## src/ubd_regs.svh

```systemverilog
// register map, field positions, reset values and timing constants
`ifndef UBD_REGS_SVH
`define UBD_REGS_SVH
`define UBD_OFF_DATA      12'h000
`define UBD_OFF_FLAGS     12'h018
`define UBD_OFF_DIVISOR_WHOLE    12'h024
`define UBD_OFF_DIVISOR_FRACTION   12'h028
`define UBD_OFF_FRAME     12'h02c
`define UBD_OFF_IRQ_STAT  12'h040
`define UBD_OFF_IRQ_MASK  12'h044
`define UBD_FLG_TXE       7
`define UBD_FLG_RXF       6
`define UBD_FLG_TXF       5
`define UBD_FLG_RXE       4
`define UBD_FLG_BUSY      3
`define UBD_FRM_QEN       4
`define UBD_FRM_W         8
`define UBD_DIVISOR_WHOLE_W      16
`define UBD_DIVISOR_FRACTION_W     6
`define UBD_DIVISOR_WHOLE_RST    16'h0000
`define UBD_DIVISOR_FRACTION_RST   6'h00
`define UBD_FRAME_RST     8'h00
`define UBD_QDEPTH        16
`define UBD_QPTR_W        4
`define UBD_QCNT_W        5
`define UBD_OVS_LAST      4'hf
`define UBD_OVS_MID       4'h7
`define UBD_DATA_BITS     4'h8
`define UBD_IRQ_W         3
`define UBD_IRQ_TXDONE    0
`define UBD_IRQ_RXGOT     1
`define UBD_IRQ_RXOVR     2
`define UBD_RESP_OKAY     2'b00
`define UBD_RESP_SLVERR   2'b10
`endif

```

## src/ubd_pkg.sv

```systemverilog
// shared types for the serial port flag and baud divisor block
package ubd_pkg;
	typedef enum logic [1:0] {UBD_TX_IDLE, UBD_TX_START, UBD_TX_DATA, UBD_TX_STOP} ubd_tx_state_t;
	typedef enum logic [1:0] {UBD_RX_IDLE, UBD_RX_START, UBD_RX_DATA, UBD_RX_STOP} ubd_rx_state_t;
endpackage

```

## src/ubd_baud_if.sv

```systemverilog
// carries the latched divisor and the sampling tick between modules
interface ubd_baud_if;
	logic [15:0] divisor_whole;
	logic [5:0]  divisor_fraction;
	logic        tick;
	modport gen (input divisor_whole, input divisor_fraction, output tick);
	modport use_side (output divisor_whole, output divisor_fraction, input tick);
endinterface

```

## src/ubd_baud_gen.sv

```systemverilog
// fractional baud generator: tick at sixteen times the bit rate
`include "ubd_regs.svh"
module ubd_baud_gen
	import ubd_pkg::*;
(
	input  wire logic aclk,
	input  wire logic aresetn,
	input  wire logic ce,
	ubd_baud_if.gen   bif
);
	logic [15:0] cnt_q;
	logic [6:0]  frac_acc_q;
	logic [6:0]  frac_sum;
	logic [15:0] whole_eff;
	logic        wrap;

	// zero integer divisor means divide by one
	assign whole_eff = (bif.divisor_whole == `UBD_DIVISOR_WHOLE_RST) ? 16'h0001 : bif.divisor_whole;
	assign frac_sum  = {1'b0, frac_acc_q[5:0]} + {1'b0, bif.divisor_fraction};
	// period is whole + fraction/64: one extra clock each fraction carry
	// one bit wider so the largest divisor plus a carry does not wrap to zero
	assign wrap      = ({1'b0, cnt_q} + 17'h00001) >= ({1'b0, whole_eff} + {16'h0000, frac_sum[6]});

	always_ff @(posedge aclk) begin
		if (!aresetn) begin
			cnt_q      <= 16'h0000;
			frac_acc_q <= 7'h00;
			bif.tick   <= 1'b0;
		end else if (ce) begin
			bif.tick <= wrap;
			if (wrap) begin
				cnt_q      <= 16'h0000;
				frac_acc_q <= {1'b0, frac_sum[5:0]};
			end else begin
				cnt_q <= cnt_q + 16'h0001;
			end
		end
	end

	a_zero_div_tick : assert property (@(posedge aclk) disable iff (!aresetn)
		(ce && bif.divisor_whole == 16'h0000 && bif.divisor_fraction == 6'h00) ##1 ce |-> bif.tick)
		else $error("zero divisor does not tick every clock");
endmodule

```

## src/ubd_top.sv

```systemverilog
// serial port with flag register, baud divisors and axi4-lite registers
//
// Implementation choice: the AXI4-Lite slave port.
`include "ubd_regs.svh"
module ubd_top
	import ubd_pkg::*;
(
	input  wire logic        aclk,
	input  wire logic        aresetn,
	input  wire logic        ce,
	input  wire logic        port_enable,
	input  wire logic [31:0] s_axi_awaddr,
	input  wire logic        s_axi_awvalid,
	output logic             s_axi_awready,
	input  wire logic [31:0] s_axi_wdata,
	input  wire logic [3:0]  s_axi_wstrb,
	input  wire logic        s_axi_wvalid,
	output logic             s_axi_wready,
	output logic [1:0]       s_axi_bresp,
	output logic             s_axi_bvalid,
	input  wire logic        s_axi_bready,
	input  wire logic [31:0] s_axi_araddr,
	input  wire logic        s_axi_arvalid,
	output logic             s_axi_arready,
	output logic [31:0]      s_axi_rdata,
	output logic [1:0]       s_axi_rresp,
	output logic             s_axi_rvalid,
	input  wire logic        s_axi_rready,
	input  wire logic        rx_line,
	output logic             tx_line,
	output logic             irq
);
	// ------------------------------------------------------------
	// register storage
	// ------------------------------------------------------------
	logic [15:0]            div_int_q;
	logic [5:0]             div_frac_q;
	logic [`UBD_FRM_W-1:0]  frame_q;
	logic [15:0]            act_int_q;
	logic [5:0]             act_frac_q;
	logic [15:0]            pend_int_q;
	logic [5:0]             pend_frac_q;
	logic                   pend_q;
	logic [`UBD_IRQ_W-1:0]  irq_stat_q;
	logic [`UBD_IRQ_W-1:0]  irq_mask_q;

	ubd_baud_if bif ();
	assign bif.divisor_whole    = act_int_q;
	assign bif.divisor_fraction = act_frac_q;

	ubd_baud_gen u_baud (
		.aclk    (aclk),
		.aresetn (aresetn),
		.ce      (ce),
		.bif     (bif)
	);

	// ------------------------------------------------------------
	// axi4-lite write path
	// ------------------------------------------------------------
	logic        aw_have_q;
	logic        w_have_q;
	logic [11:0] aw_addr_q;
	logic [31:0] w_data_q;
	logic [3:0]  w_strb_q;
	wire         wr_fire = aw_have_q && w_have_q && !s_axi_bvalid;
	wire         wr_data  = wr_fire && (aw_addr_q == `UBD_OFF_DATA);
	wire         wr_int   = wr_fire && (aw_addr_q == `UBD_OFF_DIVISOR_WHOLE);
	wire         wr_frac  = wr_fire && (aw_addr_q == `UBD_OFF_DIVISOR_FRACTION);
	wire         wr_frame = wr_fire && (aw_addr_q == `UBD_OFF_FRAME);
	wire         wr_mask  = wr_fire && (aw_addr_q == `UBD_OFF_IRQ_MASK);
	wire         wr_map   = wr_data || wr_int || wr_frac || wr_frame || wr_mask;

	always_ff @(posedge aclk) begin
		if (!aresetn) begin
			aw_have_q     <= 1'b0;
			w_have_q      <= 1'b0;
			aw_addr_q     <= 12'h000;
			w_data_q      <= 32'h0000_0000;
			w_strb_q      <= 4'h0;
			s_axi_awready <= 1'b1;
			s_axi_wready  <= 1'b1;
			s_axi_bvalid  <= 1'b0;
			s_axi_bresp   <= `UBD_RESP_OKAY;
		end else if (ce) begin
			if (s_axi_awvalid && s_axi_awready) begin
				aw_have_q     <= 1'b1;
				aw_addr_q     <= {s_axi_awaddr[11:2], 2'b00};
				s_axi_awready <= 1'b0;
			end
			if (s_axi_wvalid && s_axi_wready) begin
				w_have_q     <= 1'b1;
				w_data_q     <= s_axi_wdata;
				w_strb_q     <= s_axi_wstrb;
				s_axi_wready <= 1'b0;
			end
			if (wr_fire) begin
				aw_have_q    <= 1'b0;
				w_have_q     <= 1'b0;
				s_axi_bvalid <= 1'b1;
				s_axi_bresp  <= wr_map ? `UBD_RESP_OKAY : `UBD_RESP_SLVERR;
			end
			if (s_axi_bvalid && s_axi_bready) begin
				s_axi_bvalid  <= 1'b0;
				s_axi_awready <= 1'b1;
				s_axi_wready  <= 1'b1;
			end
		end
	end

	// ------------------------------------------------------------
	// divisor and frame registers, latching on frame write
	// ------------------------------------------------------------
	logic tx_active;
	logic rx_active;
	wire  char_idle = !tx_active && !rx_active;

	always_ff @(posedge aclk) begin
		if (!aresetn) begin
			div_int_q   <= `UBD_DIVISOR_WHOLE_RST;
			div_frac_q  <= `UBD_DIVISOR_FRACTION_RST;
			frame_q     <= `UBD_FRAME_RST;
			act_int_q   <= `UBD_DIVISOR_WHOLE_RST;
			act_frac_q  <= `UBD_DIVISOR_FRACTION_RST;
			pend_int_q  <= `UBD_DIVISOR_WHOLE_RST;
			pend_frac_q <= `UBD_DIVISOR_FRACTION_RST;
			pend_q      <= 1'b0;
			irq_mask_q  <= {`UBD_IRQ_W{1'b0}};
		end else if (ce) begin
			// only the low bytes are stored; reserved bits drop writes
			if (wr_int && w_strb_q[0]) div_int_q[7:0]  <= w_data_q[7:0];
			if (wr_int && w_strb_q[1]) div_int_q[15:8] <= w_data_q[15:8];
			if (wr_frac && w_strb_q[0]) div_frac_q <= w_data_q[`UBD_DIVISOR_FRACTION_W-1:0];
			if (wr_frame && w_strb_q[0]) frame_q <= w_data_q[`UBD_FRM_W-1:0];
			if (wr_mask && w_strb_q[0]) irq_mask_q <= w_data_q[`UBD_IRQ_W-1:0];
			if (wr_frame) begin
				// divisor strobe is the frame control write
				pend_int_q  <= div_int_q;
				pend_frac_q <= div_frac_q;
				pend_q      <= 1'b1;
			end else if (pend_q && char_idle) begin
				// hold off until no character is on the line
				act_int_q  <= pend_int_q;
				act_frac_q <= pend_frac_q;
				pend_q     <= 1'b0;
			end
		end
	end

	a_div_waits_char : assert property (@(posedge aclk) disable iff (!aresetn)
		(tx_active && !$stable(act_int_q)) |-> $past(char_idle))
		else $error("divisor changed during a character");
	a_div_needs_frame : assert property (@(posedge aclk) disable iff (!aresetn)
		!$stable(pend_int_q) |-> $past(wr_frame && ce))
		else $error("divisor taken without frame write");

	// ------------------------------------------------------------
	// transmit queue and shifter
	// ------------------------------------------------------------
	wire                  queue_enable = frame_q[`UBD_FRM_QEN];
	logic [7:0]           txq_mem [`UBD_QDEPTH];
	logic [`UBD_QPTR_W-1:0] txq_rd_q;
	logic [`UBD_QPTR_W-1:0] txq_wr_q;
	logic [`UBD_QCNT_W-1:0] txq_cnt_q;
	wire  [`UBD_QCNT_W-1:0] q_cap = queue_enable ? `UBD_QCNT_W'(`UBD_QDEPTH) : `UBD_QCNT_W'(1);
	wire                  tx_queue_empty = (txq_cnt_q == '0);
	wire                  tx_queue_full  = (txq_cnt_q >= q_cap);
	ubd_tx_state_t        tx_st_q;
	logic [3:0]           tx_ovs_q;
	logic [3:0]           tx_bit_q;
	logic [7:0]           tx_sh_q;
	wire                  tx_push = wr_data && w_strb_q[0] && !tx_queue_full;
	wire                  tx_pop  = (tx_st_q == UBD_TX_IDLE) && !tx_queue_empty && port_enable;
	wire                  bit_end_tx = bif.tick && (tx_ovs_q == `UBD_OVS_LAST);
	wire                  tx_done = (tx_st_q == UBD_TX_STOP) && bit_end_tx;
	assign tx_active = (tx_st_q != UBD_TX_IDLE);

	always_ff @(posedge aclk) begin
		if (ce && tx_push) txq_mem[txq_wr_q] <= w_data_q[7:0];
	end

	always_ff @(posedge aclk) begin
		if (!aresetn) begin
			txq_rd_q  <= '0;
			txq_wr_q  <= '0;
			txq_cnt_q <= '0;
			tx_st_q   <= UBD_TX_IDLE;
			tx_ovs_q  <= 4'h0;
			tx_bit_q  <= 4'h0;
			tx_sh_q   <= 8'h00;
			tx_line   <= 1'b1;
		end else if (ce) begin
			if (tx_push) txq_wr_q <= txq_wr_q + 1'b1;
			if (tx_pop) txq_rd_q <= txq_rd_q + 1'b1;
			txq_cnt_q <= txq_cnt_q + `UBD_QCNT_W'(tx_push) - `UBD_QCNT_W'(tx_pop);
			if (bif.tick) tx_ovs_q <= tx_ovs_q + 4'h1;
			case (tx_st_q)
				UBD_TX_IDLE: begin
					tx_line  <= 1'b1;
					tx_ovs_q <= 4'h0;
					if (tx_pop) begin
						tx_sh_q <= txq_mem[txq_rd_q];
						tx_st_q <= UBD_TX_START;
						tx_line <= 1'b0;
					end
				end
				UBD_TX_START: begin
					if (bit_end_tx) begin
						tx_line  <= tx_sh_q[0];
						tx_bit_q <= 4'h1;
						tx_st_q  <= UBD_TX_DATA;
					end
				end
				UBD_TX_DATA: begin
					if (bit_end_tx) begin
						if (tx_bit_q == `UBD_DATA_BITS) begin
							tx_line <= 1'b1;
							tx_st_q <= UBD_TX_STOP;
						end else begin
							tx_line  <= tx_sh_q[tx_bit_q[2:0]];
							tx_bit_q <= tx_bit_q + 4'h1;
						end
					end
				end
				UBD_TX_STOP: begin
					// busy holds through the whole stop bit
					if (bit_end_tx) tx_st_q <= UBD_TX_IDLE;
				end
				default: tx_st_q <= UBD_TX_IDLE;
			endcase
		end
	end

	// ------------------------------------------------------------
	// receiver with queue
	// ------------------------------------------------------------
	logic [7:0]             rxq_mem [`UBD_QDEPTH];
	logic [`UBD_QPTR_W-1:0] rxq_rd_q;
	logic [`UBD_QPTR_W-1:0] rxq_wr_q;
	logic [`UBD_QCNT_W-1:0] rxq_cnt_q;
	wire                    rx_queue_empty = (rxq_cnt_q == '0);
	wire                    rx_queue_full  = (rxq_cnt_q >= q_cap);
	ubd_rx_state_t          rx_st_q;
	logic [3:0]             rx_ovs_q;
	logic [3:0]             rx_bit_q;
	logic [7:0]             rx_sh_q;
	logic                   rd_data;
	wire                    rx_mid = bif.tick && (rx_ovs_q == `UBD_OVS_MID);
	wire                    rx_got = (rx_st_q == UBD_RX_STOP) && rx_mid && rx_line;
	wire                    rx_push = rx_got && !rx_queue_full;
	wire                    rx_pop  = rd_data && !rx_queue_empty;
	assign rx_active = (rx_st_q != UBD_RX_IDLE);

	always_ff @(posedge aclk) begin
		if (ce && rx_push) rxq_mem[rxq_wr_q] <= rx_sh_q;
	end

	always_ff @(posedge aclk) begin
		if (!aresetn) begin
			rxq_rd_q  <= '0;
			rxq_wr_q  <= '0;
			rxq_cnt_q <= '0;
			rx_st_q   <= UBD_RX_IDLE;
			rx_ovs_q  <= 4'h0;
			rx_bit_q  <= 4'h0;
			rx_sh_q   <= 8'h00;
		end else if (ce) begin
			if (rx_push) rxq_wr_q <= rxq_wr_q + 1'b1;
			if (rx_pop) rxq_rd_q <= rxq_rd_q + 1'b1;
			rxq_cnt_q <= rxq_cnt_q + `UBD_QCNT_W'(rx_push) - `UBD_QCNT_W'(rx_pop);
			if (bif.tick) rx_ovs_q <= rx_ovs_q + 4'h1;
			case (rx_st_q)
				UBD_RX_IDLE: begin
					rx_ovs_q <= 4'h0;
					if (!rx_line && port_enable) rx_st_q <= UBD_RX_START;
				end
				UBD_RX_START: begin
					if (rx_mid) begin
						rx_st_q  <= rx_line ? UBD_RX_IDLE : UBD_RX_DATA;
						rx_bit_q <= 4'h0;
					end
				end
				UBD_RX_DATA: begin
					if (rx_mid) begin
						rx_sh_q  <= {rx_line, rx_sh_q[7:1]};
						rx_bit_q <= rx_bit_q + 4'h1;
						if (rx_bit_q == `UBD_DATA_BITS - 4'h1) rx_st_q <= UBD_RX_STOP;
					end
				end
				UBD_RX_STOP: begin
					if (rx_mid) rx_st_q <= UBD_RX_IDLE;
				end
				default: rx_st_q <= UBD_RX_IDLE;
			endcase
		end
	end

	// ------------------------------------------------------------
	// flags, interrupts and read path
	// ------------------------------------------------------------
	// busy covers queued bytes too, whether or not the port is enabled
	wire       busy = tx_active || !tx_queue_empty;
	wire [7:0] flags = {tx_queue_empty, rx_queue_full, tx_queue_full, rx_queue_empty, busy, 3'b000};
	wire [`UBD_IRQ_W-1:0] irq_ev = {rx_got && rx_queue_full, rx_push, tx_done};
	logic [11:0] ar_addr;
	logic        rd_fire;
	logic        rd_stat;
	logic [31:0] rd_word;
	logic        rd_map;
	assign ar_addr = {s_axi_araddr[11:2], 2'b00};
	assign rd_fire = s_axi_arvalid && s_axi_arready;
	assign rd_data = rd_fire && (ar_addr == `UBD_OFF_DATA);
	assign rd_stat = rd_fire && (ar_addr == `UBD_OFF_IRQ_STAT);
	assign rd_map  = (ar_addr == `UBD_OFF_DATA) || (ar_addr == `UBD_OFF_FLAGS) ||
		(ar_addr == `UBD_OFF_DIVISOR_WHOLE) || (ar_addr == `UBD_OFF_DIVISOR_FRACTION) || (ar_addr == `UBD_OFF_FRAME) ||
		(ar_addr == `UBD_OFF_IRQ_STAT) || (ar_addr == `UBD_OFF_IRQ_MASK);
	// reserved bits read zero
	assign rd_word =
		(ar_addr == `UBD_OFF_DATA)     ? {24'h000000, rx_queue_empty ? 8'h00 : rxq_mem[rxq_rd_q]} :
		(ar_addr == `UBD_OFF_FLAGS)    ? {24'h000000, flags} :
		(ar_addr == `UBD_OFF_DIVISOR_WHOLE)   ? {16'h0000, div_int_q} :
		(ar_addr == `UBD_OFF_DIVISOR_FRACTION)  ? {26'h0000000, div_frac_q} :
		(ar_addr == `UBD_OFF_FRAME)    ? {24'h000000, frame_q} :
		(ar_addr == `UBD_OFF_IRQ_STAT) ? {29'h00000000, irq_stat_q} :
		(ar_addr == `UBD_OFF_IRQ_MASK) ? {29'h00000000, irq_mask_q} : 32'h0000_0000;

	always_ff @(posedge aclk) begin
		if (!aresetn) begin
			s_axi_arready <= 1'b1;
			s_axi_rvalid  <= 1'b0;
			s_axi_rdata   <= 32'h0000_0000;
			s_axi_rresp   <= `UBD_RESP_OKAY;
			irq_stat_q    <= {`UBD_IRQ_W{1'b0}};
			irq           <= 1'b0;
		end else if (ce) begin
			if (rd_fire) begin
				s_axi_arready <= 1'b0;
				s_axi_rvalid  <= 1'b1;
				s_axi_rdata   <= rd_word;
				s_axi_rresp   <= rd_map ? `UBD_RESP_OKAY : `UBD_RESP_SLVERR;
			end
			if (s_axi_rvalid && s_axi_rready) begin
				s_axi_rvalid  <= 1'b0;
				s_axi_arready <= 1'b1;
			end
			// new events win over the clear-on-read
			irq_stat_q <= (rd_stat ? {`UBD_IRQ_W{1'b0}} : irq_stat_q) | irq_ev;
			irq        <= |(((rd_stat ? {`UBD_IRQ_W{1'b0}} : irq_stat_q) | irq_ev) & irq_mask_q);
		end
	end

	a_busy_on_queue : assert property (@(posedge aclk) disable iff (!aresetn)
		(ce && tx_push) |=> flags[`UBD_FLG_BUSY])
		else $error("busy low after a byte was queued");
	a_busy_through_stop : assert property (@(posedge aclk) disable iff (!aresetn)
		$fell(flags[`UBD_FLG_BUSY]) |-> $past(tx_done))
		else $error("busy dropped before stop bit ended");
	a_flag_empty_full : assert property (@(posedge aclk) disable iff (!aresetn)
		!(flags[`UBD_FLG_TXE] && flags[`UBD_FLG_TXF]) && !(flags[`UBD_FLG_RXE] && flags[`UBD_FLG_RXF]))
		else $error("empty and full flags both set");
	a_char_mode_full : assert property (@(posedge aclk) disable iff (!aresetn)
		(!queue_enable && txq_cnt_q == 5'h01) |-> flags[`UBD_FLG_TXF])
		else $error("holding register full not flagged");
	a_reset_flags : assert property (@(posedge aclk)
		$rose(aresetn) |-> (flags == 8'h90))
		else $error("flags wrong after reset");
	a_rx_empty_flag : assert property (@(posedge aclk) disable iff (!aresetn)
		(ce && rx_push) |=> !flags[`UBD_FLG_RXE])
		else $error("rx empty flag stuck after receive");
endmodule

```

## config.mk

```make
export PLATFORM = sky130hd
export DESIGN_NAME = ubd_top
export DESIGN_NICKNAME = d
export VERILOG_FILES = /design/src/ubd_pkg.sv /design/src/ubd_baud_if.sv /design/src/ubd_baud_gen.sv /design/src/ubd_top.sv
export VERILOG_INCLUDE_DIRS = /design/src /design/src/src
export SDC_FILE = /design/constraint.sdc
export NUM_CORES = 1
export LEC_CHECK = 0
export BUFFER_PORTS_ARGS = -buffer_cell sky130_fd_sc_hd__buf_4
export CAP_MARGIN = 10
export CELL_PAD_IN_SITES_DETAIL_PLACEMENT = 1
export CELL_PAD_IN_SITES_GLOBAL_PLACEMENT = 1
export CORE_MARGIN = 3
export CORE_UTILIZATION = 45
export CTS_BUF_LIST = sky130_fd_sc_hd__clkbuf_8
export CTS_CLUSTER_SIZE = 14
export DETAILED_ROUTE_END_ITERATION = 8
export PLACE_DENSITY = 0.86
export SLEW_MARGIN = 20
export SYNTH_ARGS = -nofsm -noshare
export SYNTH_HDL_FRONTEND = slang
export SYNTH_HIERARCHICAL = 1
export SYNTH_SLANG_ARGS = --single-unit
```

## constraint.sdc

```tcl
create_clock -name aclk -period 4.52 [get_ports aclk]
set_input_delay 0.452 -clock aclk [delete_from_list [all_inputs] [get_ports aclk]]
set_output_delay 0.452 -clock aclk [all_outputs]
set_load 0.02 [all_outputs]
```

==> flow_metrics.tcl, run 1 <==
set metrics [dict create \
    crit_fanout 7 \
    critPathMostFrequentCell "ha_1" \
    r2r_setup_slack_ps 340 \
    fmax_mhz 239 \
    rsz0062_at_grt "false" \
    worstPathArrival_ps 4750 \
    drc 0 \
    path_class "reg2reg" \
    routed_wl_um 57000 \
    synth_seq_cells 481 \
    worstSetupStartpointType "register" \
    drt_first_pass_iters 5 \
    clock_latency_ps 670 \
    cts.path.max_buffers 3 \
    place_area_um2 22400 \
    critPathRequiredTime_ps 5090 \
    rows 79 \
    cts_tree "built" \
    irDropWorstVdd_mv 0.272 \
    synth_cells 1776 \
    io_pins 153 \
    num_antenna_cells 0 \
    grt_pass1_vias 15600 \
    final_common_cell "edfxtp_1" \
    setup_tns_ps 0 \
    clock_skew_ps 35.7 \
    grt_pass1_wl_um 88900 \
    synth.top_cell.area_share_pct 36.0 \
    vias 14700 \
    fin_nets 2047 \
    ys_async_sr_fraction_pct 0 \
    drt-vias-per-instance 5.80 \
    yosysSeqAreaShare_pct 57.0 \
    clock_sinks 481 \
    grt_start_max_net_pins 115 \
    die_area_um2 50200 \
    power_density_nw_per_um2 399 \
    final_cell_mix "edfxtp_1 (256), dfxtp_1 (221), nand2_1 (217)" \
    port_buffers 72 \
    critical-path-slowest-cell "fa_1" \
    design_area_um2 24200 \
    leakage_nw 8.90 \
    hp-start "s_axi_awaddr[10]" \
    netlist_top_cells_area "edfxtp_1 (36%), dfxtp_1 (21%), mux4_2 (7.0%), mux2i_1 (4.4%), ha_1 (3.9%)" \
    hold_viol_final 0 \
    setup.worst_path.start "act_frac_q[0]$_SDFFE_PN0P_" \
    clk_pin_slew_ps 60 \
    synthFlopType "edfxtp_1" \
    root_buffer "clkbuf_8" \
    max_stage_delay_ps 390 \
    drt_iter0_drc 1125 \
    cts_buffers 79 \
    rr_startpoint "act_frac_q[0]$_SDFFE_PN0P_" \
    worst_pin_slew_ps 1090 \
    syn-cell-area_um2 21400 \
    status "finished clean" \
    dp_hpwl_um 38500 \
    grt_antenna_before_repair 0 \
    drtAntennaViolNets 0 \
    end_kind "register" \
    syn_avg_cell_area_um2 12.0 \
    initial_core_util_pct 45.7 \
    maxSlewHeadroom_pct 27.0 \
    hp-class "in2reg" \
    routabilityCongestion 0.846 \
    crit_chain "ha_1 -> inv_1 -> fa_1 -> nor2b_1 -> o21a_1 -> o21ai_0 -> nand2_1 -> a21o_1 -> ha_1 -> ha_4 -> nand2_1 -> or2_4 -> xor2_1 -> ha_1 -> a211oi_1 -> o22ai_1 -> o211ai_2 -> buf_4 -> nand4b_1 -> a21boi_0" \
    track_usage_pct 22.7 \
    slew_viol_final 0 \
    period_needed_ps 4180 \
    core_um2 46800 \
    synth_cell_types 89 \
    gr-total-overflow 0 \
    ys_warn_count 6 \
    drive_above_1_share_pct 17.1 \
    dieWidth_um 224 \
    maxCapViolCount 0 \
    synth_edf_count 256 \
    wl_per_cell_um 22.4 \
    area_delta_synth_final_pct 13.0 \
    period_share_pct 92.4 \
    htreeDepth 3 \
    yosysTopAreaCell "edfxtp_1" \
    die_y_um 224 \
    finalSetupViolations 0 \
]
==> worst max-delay path, delay by kind of cell, from the launching register on <==
family,cells,cell delay (ps)
compound gates,7,1420
xor+xnor,1,160
fa+ha+maj,5,1240
buf+inv,2,260
flops,1,340
simple gates,5,670
==> final timing paths <==
check                           cells past startpoint                            to
worst max register to register                     20  u_baud/cnt_q[0]$_SDFFE_PN0P_
worst min-delay path                                3    aw_addr_q[10]$_SDFFE_PN0P_
worst max-delay path                               20  u_baud/cnt_q[0]$_SDFFE_PN0P_
worst min register to register                      2   pend_int_q[14]$_SDFFE_PN0P_
==> state kept, by name, summed over array words and instances, names as in the netlist, 5 cells and up, named ones only <==
register           flops
w_data_q              16
txq_mem              128
act_frac_q             6
act_int_q             16
div_frac_q             6
rxq_cnt_q              5
div_int_q             16
pend_int_q            16
rxq_mem              128
frame_q                8
u_baud/frac_acc_q      6
pend_frac_q            6
txq_cnt_q              5
u_baud/cnt_q          16
aw_addr_q             10
s_axi_rdata           16
rx_sh_q                8
tx_sh_q                8
==> area by class of cell <==
type                       instances  area (um2)
clock buffer                     104        1430
multi-input combinational       1157        8610
sequential                       481       12200
inverter                          49         189
clock inverter                    40         196
timing repair buffer             100         768
fill                            4781       22600
tap                              607         759
==> where the power goes <==
part	switching, W	internal [W]	leakage (nW)
logic	0.000577	0.000445	3.37
clock network	0.00177	0.00207	0.944
registers	0.000145	0.00464	4.59
total	0.00249	0.00716	8.90
==> cells in the mapped netlist (all sizes together), types with 20 or more instances <==
master,count
ha,66
edfxtp,256
xnor2,23
nor2,168
clkbuf,47
o21ai,41
nand4,22
a21oi,89
nand2b,26
inv,48
mux2i,95
nor3,31
mux4,66
dfxtp,225
a22oi,20
buf,59
nand2,217
nand3,36
==> cell families after synthesis <==
family | after synthesis | synth area share (%)
AND/OR/NAND/NOR | 597 | 13.8
flip-flops | 481 | 57.0
AO/OA/AOI/OAI | 268 | 8.43
multiplexers | 167 | 11.7
buffers and inverters | 155 | 3.33
adder cells (fa/ha/maj) | 69 | 4.14
XOR/XNOR | 38 | 1.56
other | 1 | 0.0175
==> metal layers <==
layer	track usage (%)	share of wire, %	wire length [um]	vias up
met1	28.6	42	23800	7516
met4	6.93	2.6	1480	0
met2	40.0	51	28900	397
li1	-	-	-	6694
met5	0	0	0	-
met3	3.93	4.9	2800	114
==> through the flow <==
step | setup WS, ps | power (W) | util, % | std cells | hold slack (ps)
3_3_place_gp | 216 | 0.00580 | 47.8 | 2383 | 442
2_1_floorplan | 574 | 0.00556 | - | 1793 | 432
3_5_place_dp | 48.2 | 0.00588 | 47.8 | 2383 | 445
6_report | 341 | 0.00965 | 51.7 | 2538 | 38.8
4_1_cts | 16.5 | 0.00973 | 51.5 | 2534 | 0.917
5_1_grt | 26.6 | 0.0100 | 51.7 | 2538 | 20.7
==> what timing repair did <==
item	4_1_cts	5_1_grt
buffers inserted	0	4
gates resized for setup	0	13
hold buffers	7	0
setup endpoints to repair	0	23
hold endpoints to repair	7	0
Note: power is estimated with default switching activity, not from simulation.
==> run 2: changes to the inputs <==
Settings changed: ABC_AREA set to 1, PLACE_DENSITY 0.86 to 0.9, SLEW_MARGIN 20 to not set.
==> flow_metrics.tcl, run 2 <==
set metrics [dict create \
    synth-adder-area-share_pct 3.96 \
    maxCapViolCount 0 \
    intPower_w 0.00685 \
    synthSimpleGateAreaFrac_pct 20.3 \
    final_common_cell "nand2_1" \
    synth.top_cell.area_share_pct 34.3 \
    yosysSeqAreaShare_pct 54.5 \
    drt-vias-per-instance 5.51 \
    synthMuxAreaShare_pct 0 \
    dp_hpwl_um 43400 \
    irDropWorstVdd_mv 0.344 \
    leakage_nw 10.1 \
    hold_viol_final 0 \
    root_buffer "clkbuf_8" \
    clockPowerShare_pct 38.8 \
    worstSetupStartpointType "register" \
    synth_edf_count 256 \
    yosysTopAreaCell "edfxtp_1" \
    setup_tns_ps 0 \
    final_core_utilization_pct 50.7 \
    cts_buffers 80 \
    path_class "reg2reg" \
    synth_cell_types 48 \
    fin_nets 2775 \
    period_share_pct 92.7 \
    routed_wl_um 65600 \
    clock_sinks 481 \
    track_usage_pct 24.6 \
    postCtsHoldBufs 0 \
    initial_core_util_pct 45.6 \
    vias 18300 \
    synthXorXnorAreaFrac_pct 1.67 \
    core_um2 49100 \
    clk_pin_slew_ps 60 \
    slew_viol_final 0 \
    grt_pass1_wl_um 103000 \
    grt_antenna_before_repair 0 \
    reg_top3 "rxq_mem (128), txq_mem (128)" \
    synth-compound-area-share_pct 11.7 \
    crit_fanout 9 \
    netlist_top_cells_area "edfxtp_1 (34%), dfxtp_1 (20%), nand2_1 (8.3%), inv_1 (4.7%), nor2_1 (4.4%)" \
    routabilityCongestion 0.910 \
    synth_common_cells "nand2_1 (497), inv_1 (281), nor2_1 (263)" \
    cts.path.max_buffers 3 \
    dieWidth_um 229 \
    switching_share_pct 28.0 \
    die_area_um2 52400 \
    p_sw_w 0.00266 \
    grt_pass1_vias 19600 \
    port_buffers 72 \
    htreeDepth 3 \
    rows 81 \
    syn_avg_cell_area_um2 8.82 \
    io_pins 153 \
    clock_latency_ps 690 \
    rsz0062_at_grt "false" \
    cts_tree "built" \
    finalSetupViolations 0 \
    synth_cells 2538 \
    gr-total-overflow 0 \
    worstPathArrival_ps 4740 \
    num_antenna_cells 0 \
    end_kind "register" \
    grt_start_max_net_pins 75 \
    drc 0 \
    status "finished clean" \
    worst_pin_slew_ps 1190 \
    clock_skew_ps 43.9 \
    area_delta_synth_final_pct 11.1 \
    drtAntennaViolNets 0 \
    syn-cell-area_um2 22400 \
    yosysMostFrequentCell "nand2_1" \
    period_needed_ps 4190 \
    die_y_um 229 \
    maxSlewHeadroom_pct 20.5 \
    drive_above_1_share_pct 10.4 \
    final_cell_mix "nand2_1 (496), inv_1 (308), nor2_1 (261)" \
    combPwrFrac_pct 11.0 \
    power_density_nw_per_um2 382 \
    critPathRequiredTime_ps 5070 \
    hp-class "in2reg" \
    wl_per_cell_um 19.7 \
    drt_first_pass_iters 5 \
    synth_seq_cells 481 \
    synthFlopType "edfxtp_1" \
    ys_async_sr_fraction_pct 0 \
    synth_top_family_by_area "simple AND/OR/NAND/NOR gates" \
    fmax_mhz 239 \
    ys_warn_count 6 \
    seqPwrFrac_pct 50.3 \
    drt_iter0_drc 1453 \
]
## run 2: cell types whose count changed after synthesis, moves of 39 or more
| cell | change |
|---|---|
| a21oi_1 | +100 |
| o21ai_0 | +128 |
| nor2_1 | +97 |
| inv_1 | +233 |
| mux2i_1 | -95 |
| nand2_1 | +280 |
| nand3_1 | +159 |
| o211ai_1 | +39 |
| mux4_2 | -66 |
## run 2: critical path, cell delays in order (launching register included)
cell      delay (ps)
dfxtp_1          330
ha_1             180
inv_1             60
fa_2             370
o21ai_2          180
a21oi_1           90
o21bai_1         140
ha_2             210
ha_2             180
nand2_1           70
nor2_1           120
nand4_1          110
nand3b_1         230
nor2_2           190
nand4_1          140
ha_1             370
nand2_1          150
nor2_4           170
nand2_2           70
nor2_1           100
nand2_1           90
nand4_4          140
buf_6            150
nand3_1           80
nand2_1           80
nor2_1            50
## run 2: worst paths after layout
kind | startpoint | to | slack (ps) | depth (start not counted)
worst max-delay path | act_frac_q[0]$_SDFFE_PN0P_ | u_baud/frac_acc_q[3]$_SDFFE_PN0P_ | 330 | 25
worst min-delay path | s_axi_awvalid | s_axi_awready$_SDFFE_PN1P_ | 50 | 4
worst max register to register | act_frac_q[0]$_SDFFE_PN0P_ | u_baud/frac_acc_q[3]$_SDFFE_PN0P_ | 330 | 25
worst min register to register | pend_int_q[3]$_SDFFE_PN0P_ | act_int_q[3]$_SDFFE_PN0P_ | 460 | 2
## run 2: layout make-up
| class | instances | area [um2] |
|---|---|---|
| Timing Repair Buffer | 89 | 684 |
| Inverter | 293 | 1100 |
| Tap cell | 664 | 831 |
| Clock buffer | 90 | 1240 |
| Sequential cell | 481 | 12200 |
| Clock inverter | 56 | 275 |
| Fill cell | 5800 | 24200 |
| Multi-Input combinational cell | 1651 | 8540 |
## run 2: cells by family after synthesis
logic type | after synthesis
and+or+nand+nor | 1056
buffers and inverters | 423
other | 1
DFF | 481
adders and majority gates | 69
xor gates and xnor gates | 40
AOI/OAI and AO/OA | 468
## run 2: timing repair
item	4_1_cts	5_1_grt
setup endpoints to repair	0	23
gates resized for setup	0	12
buffers inserted	0	1
## run 2: routing by layer
metal	GRT usage [%]	share of wire [%]
met1	29.4	40
met5	0	0
met3	3.71	5.3
met2	44.2	51
met4	10.1	3.5
## run 2: per-stage QoR
stage	instances	setup slack (ps)	power [W]	hold WS, ps	instance area, um2
after floorplan	2555	668	0.00555	430	22400
after global placement	3176	232	0.00578	441	23300
after detailed placement	3176	53.6	0.00587	451	23300
after CTS	3322	10.3	0.00955	22.1	24800
after global routing	3324	2.08	0.00990	59.5	24900
final	3324	332	0.00950	49.3	24900
## run 2: power groups by stage
stage	Sequential (W)	Combinational [W]	Clock (W)
after floorplan	0.00481	0.000742	0
after global placement	0.00486	0.000920	0
after detailed placement	0.00487	0.00101	0
after CTS	0.00478	0.00103	0.00374
after global routing	0.00479	0.00116	0.00395
final	0.00478	0.00104	0.00368
==> run 3: changes to the inputs <==
Settings changed: SYNTH_HIERARCHICAL 1 to not set.
==> flow_metrics.tcl, run 3 <==
set metrics [dict create \
    place_area_um2 22800 \
    rows 80 \
    syn_avg_cell_area_um2 8.89 \
    fmax_mhz 236 \
    design_area_um2 24600 \
    netlist_top_cells_area "edfxtp_1 (35%), dfxtp_1 (20%), nand2_1 (6.8%), nor2_1 (5.9%), o21ai_0 (4.6%)" \
    synthMuxAreaShare_pct 0 \
    synth_cells 2474 \
    nFillCells 5625 \
    drt_first_pass_iters 5 \
    io_pins 153 \
    synth_seq_cells 481 \
    synth.top_cell.area_share_pct 35.0 \
    worstPathArrival_ps 4770 \
    clock_latency_ps 680 \
    hold_viol_final 0 \
    grt_pass1_wl_um 106000 \
    finalSetupViolations 0 \
    yosysMostFrequentCell "nand2_1" \
    yosysTopAreaCell "edfxtp_1" \
    status "finished clean" \
    dieWidth_um 227 \
    routed_wl_um 68000 \
    grt_antenna_before_repair 2 \
    crit_fanout 26 \
    dp_hpwl_um 44000 \
    irDropWorstVdd_mv 0.227 \
    hp-class "in2reg" \
    final_cell_mix "nand2_1 (396), nor2_1 (346), inv_1 (270)" \
    area_delta_synth_final_pct 11.7 \
    yosysSeqAreaShare_pct 55.4 \
    clock_skew_ps 46.5 \
    leakage_nw 9.88 \
    period_needed_ps 4230 \
    maxCapViolCount 0 \
    synth_edf_count 256 \
    synthXorXnorAreaFrac_pct 1.35 \
    worstSetupStartpointType "register" \
    clock_sinks 481 \
    synthSimpleGateAreaFrac_pct 19.7 \
    reg_top3 "rxq_mem (128), txq_mem (128)" \
    end_kind "register" \
    die_area_um2 51600 \
    grt_start_max_net_pins 94 \
    slew_viol_final 0 \
    drt_iter0_drc 1337 \
    power_density_nw_per_um2 399 \
    r2r_setup_slack_ps 290 \
    root_buffer "clkbuf_8" \
    synth-compound-area-share_pct 12.3 \
    htreeDepth 3 \
    grt_pass1_vias 19900 \
    maxSlewHeadroom_pct 26.3 \
    ys_async_sr_fraction_pct 0 \
    multi_input_area_um2 8310 \
    track_usage_pct 26.2 \
    vias 18500 \
    hold_depth 3 \
    clk_pin_slew_ps 60 \
    die_y_um 227 \
    setup_tns_ps 0 \
    drtAntennaViolNets 0 \
    synth_top_family_by_area "simple AND/OR/NAND/NOR gates" \
    rr_startpoint "act_frac_q[0]$_SDFFE_PN0P_" \
    fin_nets 2711 \
    port_buffers 72 \
    synthFlopType "edfxtp_1" \
    syn-cell-area_um2 22000 \
    critPathRequiredTime_ps 5060 \
    period_share_pct 93.6 \
    drc 0 \
    drt-vias-per-instance 5.74 \
    synth_common_cells "nand2_1 (396), nor2_1 (347), edfxtp_1 (256)" \
    gr-total-overflow 0 \
    hold_end "s_axi_arready$_SDFFE_PN1P_" \
    postCtsHoldBufs 0 \
    synth-adder-area-share_pct 4.03 \
    rsz0062_at_grt "false" \
    ff2ff_path_depth 23 \
    path_class "reg2reg" \
    timing.rr.end "u_baud.cnt_q[13]$_SDFFE_PN0P_" \
    synth_cell_types 47 \
    cts.path.max_buffers 3 \
    dp_cells 3060 \
    drive_above_1_share_pct 9.01 \
    cts_tree "built" \
    routabilityCongestion 0.864 \
    wl_per_cell_um 21.2 \
    ys_warn_count 0 \
    final_common_cell "nand2_1" \
    core_um2 48000 \
    seq_area_um2 12200 \
    hp-start "s_axi_rready" \
    worst_pin_slew_ps 1110 \
    final_cells 3215 \
    cts_buffers 81 \
    initial_core_util_pct 45.8 \
]
## run 3: cell types whose count changed in the layout (fill, tap and decap cells not counted), moves of 9 or more
cell / delta
inv_1: -38
nand3_1: -10
nand2_2: -9
o21ai_0: +35
o21a_1: +13
nor3_1: +9
nor2_2: -12
nand2_1: -100
o21ai_1: -19
nor2_1: +85
## run 3: power breakdown
group	internal [W]	switching (W)	leakage [nW]
registers	0.00465	0.000129	4.57
clock network	0.00208	0.00185	0.947
logic	0.000336	0.000752	4.37
## run 3: through the flow
stage / worst slack [ps] / total power [W] / utilization, % / hold slack [ps]
floorplan: 938 / 0.00555 / - / 435
global placement: 384 / 0.00581 / 47.5 / 445
detailed placement: 56.3 / 0.00591 / 47.5 / 448
CTS: 31.5 / 0.00983 / 50.9 / 45.3
global route: 11.2 / 0.0102 / 51.1 / 76.2
finish: 291 / 0.00980 / 51.1 / 85.3
## run 3: cell type report
| cell class | count | area share, % |
|---|---|---|
| diodes | 2 | 0.0204 |
| clock buffers | 98 | 5.49 |
| clock inverters | 51 | 1.12 |
| inverters | 248 | 3.80 |
| multi-input cells | 1630 | 33.8 |
| flip-flops and latches | 481 | 49.6 |
| well taps | 615 | 3.13 |
| repair buffers | 90 | 2.96 |
## run 3: worst max-delay path, cell delays in order, from the launching register on
cell	delay [ps]
dfxtp_1	360
ha_1	240
fa_2	240
nand3_1	80
nand2_1	110
a21oi_1	80
o21bai_1	210
ha_1	200
ha_1	200
nand3_2	130
inv_1	110
nand4_1	220
nor4_4	340
nand3_1	140
ha_1	340
nand2_1	80
nor2_1	140
nand2_1	90
nor2_1	110
nand2_1	60
nand4_1	150
buf_12	200
nand2_1	110
and3_1	170
## run 3: cells by family after synthesis
| family | after synthesis |
|---|---|
| AND/OR/NAND/NOR | 1019 |
| AO/OA/AOI/OAI | 490 |
| flip-flops | 481 |
| buffers and inverters | 380 |
| adder cells (fa/ha/maj) | 69 |
| XOR/XNOR | 34 |
| other | 1 |
## run 3: worst max path at each step
stage                                            from                            end  slack, ps
floorplan                  act_frac_q[0]$_SDFFE_PN0P_   u_baud.cnt_q[5]$_SDFFE_PN0P_        940
global placement           act_frac_q[0]$_SDFFE_PN0P_  u_baud.cnt_q[13]$_SDFFE_PN0P_        380
detailed placement         act_frac_q[0]$_SDFFE_PN0P_  u_baud.cnt_q[13]$_SDFFE_PN0P_         60
CTS                 u_baud.frac_acc_q[0]$_SDFFE_PN0P_  u_baud.cnt_q[13]$_SDFFE_PN0P_         30
global route               act_frac_q[0]$_SDFFE_PN0P_  u_baud.cnt_q[13]$_SDFFE_PN0P_         10
finish                     act_frac_q[0]$_SDFFE_PN0P_  u_baud.cnt_q[13]$_SDFFE_PN0P_        290
## run 3: per-layer routing
| layer | wire length, um | GRT usage [%] | vias up |
|---|---|---|---|
| met5 | 0 | 0 | - |
| met4 | 2910 | 12.5 | 0 |
| met3 | 3760 | 4.50 | 196 |
| met2 | 34700 | 46.9 | 639 |
| met1 | 26700 | 30.5 | 9214 |
| li1 | - | - | 8414 |
## run 3: what timing repair did
item	4_1_cts	5_1_grt
endpoints found under the setup margin	0	23
setup buffers	0	2
resized for setup	0	8
